[config.mk]
export PLATFORM = sky130hd
export DESIGN_NAME = dsm_top
export DESIGN_NICKNAME = d
export VERILOG_FILES = /design/src/rtl/dsm_pkg.sv /design/src/rtl/dsm_sample_reg.sv /design/src/rtl/dsm_top.sv
export SDC_FILE = /design/constraint.sdc
export NUM_CORES = 1
export LEC_CHECK = 0
export BUFFER_PORTS_ARGS = -buffer_cell sky130_fd_sc_hd__clkbuf_2
export CORE_MARGIN = 2
export CORE_UTILIZATION = 43
export DETAILED_ROUTE_END_ITERATION = 7
export GPL_ROUTABILITY_DRIVEN = 0
export PLACE_DENSITY_LB_ADDON = 0.12
export SLEW_MARGIN = 20
export SYNTH_ARGS = -nofsm -noshare
export SYNTH_HDL_FRONTEND = slang
export SYNTH_SLANG_ARGS = --single-unit
[constraint.sdc]
create_clock -name aclk -period 3.62 [get_ports aclk]
set_clock_uncertainty 0.05 [all_clocks]
set_input_delay 0.181 -clock aclk [delete_from_list [all_inputs] [get_ports aclk]]
set_output_delay 0.181 -clock aclk [all_outputs]
set_load 0.1 [all_outputs]
[src/rtl/dsm_pkg.sv]
// Package of register map, field layout and carrier types for the debug signal bank mux
package dsm_pkg;
	localparam logic [3:0] DSM_OFF_BANK_SEL = 4'h0;
	localparam logic [3:0] DSM_OFF_STATUS = 4'h4;
	localparam int DSM_SEL_BANK_LSB = 0;
	localparam int DSM_SEL_DRIVE_BIT = 8;
	localparam int DSM_ST_PINS_LSB = 0;
	localparam int DSM_ST_BANKS_LSB = 8;
	localparam int DSM_ST_MODE_BIT = 16;
	localparam int DSM_ST_RANGE_BIT = 17;
	localparam int DSM_ST_DRIVING_BIT = 18;
	localparam logic [1:0] DSM_RESP_OKAY = 2'h0;
	localparam logic [1:0] DSM_RESP_DECERR = 2'h3;
	localparam logic [31:0] DSM_RDATA_RST = 32'h0000_0000;
	localparam logic DSM_SAMPLE_RST = 1'h0;

	typedef enum logic {
		DSM_MODE_TIMING,
		DSM_MODE_STATE
	} dsm_mode_t;

	typedef struct packed {
		logic drive;
		logic [7:0] bank;
	} dsm_ctrl_t;

	typedef struct packed {
		logic valid;
		logic [1:0] resp;
	} dsm_bresp_t;

	typedef struct packed {
		logic valid;
		logic [1:0] resp;
		logic [31:0] data;
	} dsm_rresp_t;

	localparam dsm_bresp_t DSM_B_RST = '{valid: 1'b0, resp: DSM_RESP_OKAY};
	localparam dsm_rresp_t DSM_R_RST = '{valid: 1'b0, resp: DSM_RESP_OKAY, data: DSM_RDATA_RST};
endpackage

[src/rtl/dsm_sample_reg.sv]
// Sample-clock capture register for state mode
`timescale 1ns/10ps
module dsm_sample_reg #(
	parameter int WIDTH = 8
) (
	input wire logic aclk,
	input wire logic aresetn,
	input wire logic sample_clk_in,
	input wire logic [WIDTH-1:0] d,
	output logic [WIDTH-1:0] q,
	output logic fire
);
	import dsm_pkg::*;

	logic s1_q, s2_q, s3_q;
	logic s1_d, s2_d, s3_d;
	logic [WIDTH-1:0] q_d;
	logic [WIDTH-1:0] q_q;

	always_comb begin
		s1_d = sample_clk_in;
		s2_d = s1_q;
		s3_d = s2_q;
		fire = s2_q & ~s3_q;
		q_d = fire ? d : q_q;
	end

	always_ff @(posedge aclk) begin
		if (!aresetn) begin
			s1_q <= DSM_SAMPLE_RST;
			s2_q <= DSM_SAMPLE_RST;
			s3_q <= DSM_SAMPLE_RST;
			q_q <= '0;
		end else begin
			s1_q <= s1_d;
			s2_q <= s2_d;
			s3_q <= s3_d;
			q_q <= q_d;
		end
	end

	assign q = q_q;
endmodule

[src/rtl/dsm_top.sv]
// Debug signal bank mux with AXI4-Lite bank selection
`timescale 1ns/10ps
module dsm_top #(
	parameter int PINS = 8,
	parameter int BANKS = 8,
	parameter dsm_pkg::dsm_mode_t MODE = dsm_pkg::DSM_MODE_TIMING,
	parameter bit PWRUP_DRIVE = 1'b0,
	parameter logic [7:0] PWRUP_BANK = 8'h00
) (
	input wire logic aclk,
	input wire logic aresetn,
	input wire logic [3:0] s_axi_awaddr,
	input wire logic s_axi_awvalid,
	output logic s_axi_awready,
	input wire logic [31:0] s_axi_wdata,
	input wire logic [3:0] s_axi_wstrb,
	input wire logic s_axi_wvalid,
	output logic s_axi_wready,
	output logic [1:0] s_axi_bresp,
	output logic s_axi_bvalid,
	input wire logic s_axi_bready,
	input wire logic [3:0] s_axi_araddr,
	input wire logic s_axi_arvalid,
	output logic s_axi_arready,
	output logic [31:0] s_axi_rdata,
	output logic [1:0] s_axi_rresp,
	output logic s_axi_rvalid,
	input wire logic s_axi_rready,
	input wire logic [BANKS-1:0][PINS-1:0] probe_in,
	input wire logic sample_clk_in,
	output logic [PINS-1:0] dbg_out,
	output logic [PINS-1:0] dbg_oe
);
	import dsm_pkg::*;

	localparam logic [7:0] PINS_B = 8'(PINS);
	localparam logic [7:0] BANKS_B = 8'(BANKS);
	localparam dsm_ctrl_t CTRL_RST = '{drive: PWRUP_DRIVE, bank: PWRUP_BANK};

	dsm_ctrl_t ctrl_q, ctrl_d;
	dsm_bresp_t b_q, b_d;
	dsm_rresp_t r_q, r_d;
	logic wr_go, rd_go, in_range, driving;
	logic [PINS-1:0] sel_bits;
	logic [PINS-1:0] pin_bits;
	logic [31:0] status_word;

	// Write takes address and data together once both are offered and no write response is still pending
	assign wr_go = s_axi_awvalid & s_axi_wvalid & ~b_q.valid;
	assign rd_go = s_axi_arvalid & ~r_q.valid;
	assign s_axi_awready = wr_go;
	assign s_axi_wready = wr_go;
	assign s_axi_arready = rd_go;

	always_comb begin
		in_range = ctrl_q.bank < BANKS_B;
		driving = ctrl_q.drive & in_range;
		status_word = '0;
		status_word[DSM_ST_PINS_LSB +: 8] = PINS_B;
		status_word[DSM_ST_BANKS_LSB +: 8] = BANKS_B;
		status_word[DSM_ST_MODE_BIT] = (MODE == DSM_MODE_STATE);
		status_word[DSM_ST_RANGE_BIT] = in_range;
		status_word[DSM_ST_DRIVING_BIT] = driving;
	end

	always_comb begin
		ctrl_d = ctrl_q;
		b_d = b_q;
		if (b_q.valid && s_axi_bready) begin
			b_d.valid = 1'b0;
		end
		if (wr_go) begin
			b_d.valid = 1'b1;
			b_d.resp = DSM_RESP_OKAY;
			if (s_axi_awaddr == DSM_OFF_BANK_SEL) begin
				if (s_axi_wstrb[0]) begin
					ctrl_d.bank = s_axi_wdata[DSM_SEL_BANK_LSB +: 8];
				end
				if (s_axi_wstrb[1]) begin
					ctrl_d.drive = s_axi_wdata[DSM_SEL_DRIVE_BIT];
				end
			end else if (s_axi_awaddr != DSM_OFF_STATUS) begin
				b_d.resp = DSM_RESP_DECERR;
			end
		end
	end

	always_comb begin
		r_d = r_q;
		if (r_q.valid && s_axi_rready) begin
			r_d.valid = 1'b0;
		end
		if (rd_go) begin
			r_d.valid = 1'b1;
			r_d.resp = DSM_RESP_OKAY;
			r_d.data = '0;
			if (s_axi_araddr == DSM_OFF_BANK_SEL) begin
				r_d.data[DSM_SEL_BANK_LSB +: 8] = ctrl_q.bank;
				r_d.data[DSM_SEL_DRIVE_BIT] = ctrl_q.drive;
			end else if (s_axi_araddr == DSM_OFF_STATUS) begin
				r_d.data = status_word;
			end else begin
				r_d.resp = DSM_RESP_DECERR;
			end
		end
	end

	always_ff @(posedge aclk) begin
		if (!aresetn) begin
			ctrl_q <= CTRL_RST;
			b_q <= DSM_B_RST;
			r_q <= DSM_R_RST;
		end else begin
			ctrl_q <= ctrl_d;
			b_q <= b_d;
			r_q <= r_d;
		end
	end

	assign s_axi_bvalid = b_q.valid;
	assign s_axi_bresp = b_q.resp;
	assign s_axi_rvalid = r_q.valid;
	assign s_axi_rresp = r_q.resp;
	assign s_axi_rdata = r_q.data;

	// Per-pin bank selection by the shared index
	genvar p;
	generate
		for (p = 0; p < PINS; p++) begin : g_pin
			always_comb begin
				sel_bits[p] = 1'b0;
				for (int b = 0; b < BANKS; b++) begin
					if (ctrl_q.bank == 8'(b)) begin
						sel_bits[p] = probe_in[b][p];
					end
				end
			end
		end
	endgenerate

	generate
		if (MODE == DSM_MODE_STATE) begin : g_state
			dsm_sample_reg #(.WIDTH(PINS)) u_sample (
				.aclk(aclk),
				.aresetn(aresetn),
				.sample_clk_in(sample_clk_in),
				.d(sel_bits),
				.q(pin_bits),
				.fire()
			);
		end else begin : g_timing
			assign pin_bits = sel_bits;
		end
	endgenerate

	assign dbg_out = driving ? pin_bits : '0;
	assign dbg_oe = {PINS{driving}};
endmodule

=== Yosys cells after proc, flatten, opt, wreduce, memory -nomap -nowiden ===
Index checks and enable logic that the tools add are counted.

* Output and inout bits: 57
* Flip-flop bits (word level): 47
* Logic and storage cells: 107
* Input port bits: 116

* Order comparisons: 1
* Multiplexer cells: 75
* Equality and inequality tests: 9
* Reduce and logical (&&, ||, !) cells: 9
* Bitwise logic cells: 6

{| class="wikitable"
|+ Operators by type and width
! kind !! count
|-
| $mux W1 || 66
|-
| $mux W35 || 1
|-
| $eq A8 B3 Y1 const B || 4
|-
| $mux W25 || 1
|-
| $mux W19 || 1
|-
| $eq A8 B2 Y1 const B || 2
|-
| $mux W9 || 1
|-
| $eq A8 B1 Y1 const B || 1
|-
| $logic_not A4 Y1 || 2
|-
| $logic_not A8 Y1 || 1
|-
| $lt A8 B4 Y1 const B || 1
|-
| $mux W8 || 1
|-
| $mux W2 || 3
|-
| $reduce_and A3 Y1 || 2
|-
| $and A1 B1 Y1 || 4
|-
| $eq A4 B3 Y1 const B || 1
|-
| $ne A4 B3 Y1 const B || 1
|-
| $reduce_bool A2 Y1 || 2
|-
| $mux W3 || 1
|-
| $logic_and A1 B1 Y1 || 2
|-
| $not A1 Y1 || 2
|}

=== Depth between registers and ports, before layout ===
* Depth in word-level cells: 10
* Mapped depth: 7
* Mapped depth without buffers: 6

=== Least setup slack after synthesis ===
Ideal clock, no wire load.

* Path type: register -> output
* Start point: register ctrl_q[5] (netlist bit)
* End point: output dbg_out[0]
* Path slack: -197 ps
* Data arrival time: 3586 ps
* Required time: 3389 ps
* Cell stages (with the launch flop): 6
* Path through: dfxtp_1 or4_4 buf_6 nor3_2 o21ai_0 a221oi_1

* Longest elaborated chain between the ends: 10
* Elaborated cells between the ends (all ways): 19

{| class="wikitable"
|+ Ends and longest elaborated chain
! item !! RTL line !! RTL
|-
| start: declaration || dsm_top.sv:40 || <nowiki>dsm_ctrl_t ctrl_q, ctrl_d;</nowiki>
|-
| start signal: assignment || dsm_top.sv:114 || <nowiki>ctrl_q <= ctrl_d;</nowiki>
|-
| $logic_not A8 Y1 || dsm_top.sv:133 || <nowiki>if (ctrl_q.bank == 8'(b)) begin</nowiki>
|-
| $mux W1 (8 in series) || dsm_top.sv:133 ||
|-
| $mux W8 * || dsm_top.sv:156 || <nowiki>assign dbg_out = driving ? pin_bits : '0;</nowiki>
|-
| end: declaration || dsm_top.sv:31 || <nowiki>output logic [PINS-1:0] dbg_out,</nowiki>
|}

Every way passes the cells marked *; elsewhere a longest branch is shown, timed or not.

=== Final worst setup path ===
* Start point: register ctrl_q[1] (netlist bit)
* End point: output dbg_out[5]

Same word-level chain as after synthesis.

==> impl_metrics.json <==
{
  "status": "finished clean",
  "detailedPlace.worstSlack_ns": 1.09,
  "ys_seq_elements": 25,
  "cts_max_level": 1,
  "hold_violations": 0,
  "final_layout_size_suffix_gt1_frac": 0.412,
  "vias": 2323,
  "path_cells": "nand2_1, nor4_1, a311oi_1, nor3_2, clkbuf_2",
  "final-setup-viol-count": 0,
  "synth_cells": 276,
  "synth_top_area_share": 0.234,
  "max_slew_margin": 0.599,
  "synth_area_mm2": 0.00214,
  "regToRegStartpoint": "ctrl_q[5]$_SDFFE_PN0P_",
  "layout_worst_path_cycle_share": 0.781,
  "groute.usage.overall": 0.202,
  "place_inst": 439,
  "finalHoldWorstSlack_ns": 0.101,
  "synth_area_leaders": "sky130_fd_sc_hd__dfxtp_1 (23%), sky130_fd_sc_hd__buf_4 (11%), sky130_fd_sc_hd__nor2b_1 (5.6%)",
  "grt_setup_unrepaired": "no",
  "drt-initial-drc-count": 124,
  "worst_ir_drop_vdd_mv": 0.205,
  "insertion_delay_ns": 0.27,
  "rows": 25,
  "synthDominantAreaCellType": "sky130_fd_sc_hd__dfxtp_1",
  "core_area_mm2": 0.00475,
  "timing.critical_path.arrival_ns": 2.60,
  "synth_flop_cell": "sky130_fd_sc_hd__dfxtp_1",
  "min-delay-start": "s_axi_arvalid",
  "power_density_mw_per_mm2": 260,
  "drt-vias-per-instance": 5.24,
  "grt_pass1_vias": 1928,
  "drt_drc_violations_left": 0,
  "routed_wire_length_per_instance_um": 13.4,
  "detail-route-antenna-nets": 0,
  "worst-slew-pin-transition_ns": 0.597,
  "clk_pin_slew_worst_paths_ns": 0.09,
  "use_met2": 0.326,
  "globalRouteOverflowTotal": 0,
  "initial_utilization": 0.450,
  "globalRouteMet1Util": 0.260,
  "global_route.peak_usage_layer": "met2",
  "class_of_the_worst_hold_path": "primary input to flop",
  "timing.critical_path.fanout_max": 17,
  "number_of_pins_with_negative_max_slew_slack_in_the_final_report": 0,
  "postSynthAreaPerCell_um2": 7.75,
  "cts_inserted_buffers": 3,
  "finalWirelength_um": 5920,
  "floorplan.io_pins": 173,
  "die_w_um": 74.5,
  "clk_path_buf_depth": 2,
  "clock_sink_count": 25,
  "critPathSlowestCell": "sky130_fd_sc_hd__dfxtp_1",
  "synth-edff-count": 0,
  "grt_max_degree": 39,
  "fmax_ghz": 0.354,
  "use_met3": 0.0515,
  "port_buffers": 126,
  "synthArstFlopShare": 0,
  "filler_cell_count": 494,
  "maxCapViolations": 0,
  "cts_resized": 0,
  "wire_length_of_the_first_global_routing_pass_um": 8850,
  "postCtsHoldBufs": 0,
  "critPathLaunchType": "flop",
  "design_power_total_w": 0.000699,
  "die_area_mm2": 0.00555,
  "cp_startpoint": "ctrl_q[1]$_SDFFE_PN0P_",
  "cts_root_buf": "sky130_fd_sc_hd__clkbuf_8",
  "hpwl_um": 4660,
  "nNetsFinal": 493,
  "post_layout_min_period_ns": 2.83,
  "timing.setup.tns_ns": 0,
  "post_cts_buffers": 0,
  "layout_area_growth_over_synthesis_pct": 25.7,
  "worst_setup_path_end_kind": "primary output",
  "antennaDiodeCount": 0,
  "yosys_warnings": 0,
  "path_class": "flop to primary output",
  "chipHeight_um": 74.5,
  "timing.critical_path.slowest_cell_delay_ns": 0.69,
  "layout_setup_ws_ns": 0.791,
  "required_ns": 3.39,
  "ys_seq_area_frac": 0.234,
  "p_leak_nw": 1.25,
  "netlist-cell-type-count": 46,
  "tritoncts": "done",
  "final-instance-count-excl-fill": 443,
  "drt_pass1_iterations": 4,
  "antenna_violations_before_repair": 0
}
## metrics by stage
step | area, um^2 | utilization
3_3_place_gp | 2640 | 0.556
4_1_cts | 2690 | 0.566
3_5_place_dp | 2640 | 0.556
2_1_floorplan | 2220 | -
6_report | 2690 | 0.566
5_1_grt | 2690 | 0.566
## state kept, by name (all words and copies together), names as in the netlist
signal and count:
s_axi_bresp 1, s_axi_rdata 12, s_axi_bvalid 1, s_axi_rvalid 1
ctrl_q 9, s_axi_rresp 1
## cell usage after synthesis, drive strengths merged, types with 3 or more instances
cell,number
a21oi,5
a21boi,4
inv,3
nand2,12
nand3,4
a221oi,3
a311oi,5
nor3,8
clkbuf,18
o21ai,29
mux2i,11
nor2b,19
a22oi,8
or3,6
nor4,5
nor2,22
o211a,3
nor3b,13
a31oi,11
dfxtp,25
nor4b,7
buf,36
## final cells by class
| class | count | area [um^2] | area share |
|---|---|---|---|
| clock buffer | 4 | 45.0 | 0.0168 |
| inverter | 4 | 16.3 | 0.00605 |
| multi-input combinational | 212 | 1380 | 0.511 |
| sequential | 25 | 500 | 0.186 |
| tap | 67 | 83.8 | 0.0312 |
| timing repair buffer | 131 | 668 | 0.248 |
## path summary, 6_finish.rpt
| path | to | slack [ns] | cells past startpoint |
|---|---|---|---|
| worst min-delay path | s_axi_rvalid$_SDFFE_PN0P_ | 0.10 | 2 |
| worst max-delay path | dbg_out[5] | 0.79 | 5 |
| worst min register to register | s_axi_rdata[18]$_SDFFE_PN0P_ | 0.41 | 2 |
| worst max register to register | s_axi_rdata[18]$_SDFFE_PN0P_ | 1.75 | 6 |
## where the power goes
part	internal [W]	switching [W]
clock	0.0000787	0.0000868
sequential	0.000279	0.00000345
combinational	0.0000577	0.000193
total	0.000415	0.000284
## worst max-delay path, delay by kind of cell, from the launching register on
family,cells,cell delay (ns)
AND/OR/NAND/NOR,3,1.05
flip-flops,1,0.69
buffers and inverters,1,0.47
AO/OA/AOI/OAI,1,0.11
## layer usage
layer	vias up	wire, um	part of all wire
li1	1151	-	-
met1	1029	2440	0.41
met2	126	2700	0.46
met3	17	616	0.10
met4	0	169	0.029
met5	-	0	0
## cells in the final DEF (no fill, tap or decap), types with 3 or more instances in the layout
master,Yosys,routed
sky130_fd_sc_hd__a311oi_1,5,5
sky130_fd_sc_hd__clkbuf_8,0,3
sky130_fd_sc_hd__clkbuf_2,0,126
sky130_fd_sc_hd__buf_4,31,5
sky130_fd_sc_hd__nor4_1,5,5
sky130_fd_sc_hd__o21ai_0,23,23
sky130_fd_sc_hd__dfxtp_1,25,25
sky130_fd_sc_hd__nor4b_1,7,7
sky130_fd_sc_hd__a22oi_1,8,8
sky130_fd_sc_hd__conb_1,1,20
sky130_fd_sc_hd__a31oi_1,11,11
sky130_fd_sc_hd__inv_1,3,3
sky130_fd_sc_hd__o211a_1,3,3
sky130_fd_sc_hd__or3_1,5,5
sky130_fd_sc_hd__nor3b_1,12,12
sky130_fd_sc_hd__o21ai_2,5,5
sky130_fd_sc_hd__a21oi_1,5,5
sky130_fd_sc_hd__nor2_1,21,21
sky130_fd_sc_hd__nand2_1,11,11
sky130_fd_sc_hd__a21boi_0,3,3
sky130_fd_sc_hd__nor3_2,6,6
sky130_fd_sc_hd__mux2i_1,11,11
sky130_fd_sc_hd__nor2b_1,19,19
sky130_fd_sc_hd__nand3_1,4,4
## cells by family after synthesis
kind of cell    share of synthesized area
buf+inv                             0.162
other cells                       0.00175
simple gates                        0.307
compound gates                      0.233
mux                                0.0620
flops                               0.234
No activity file was read; power rests on OpenSTA's default activity.
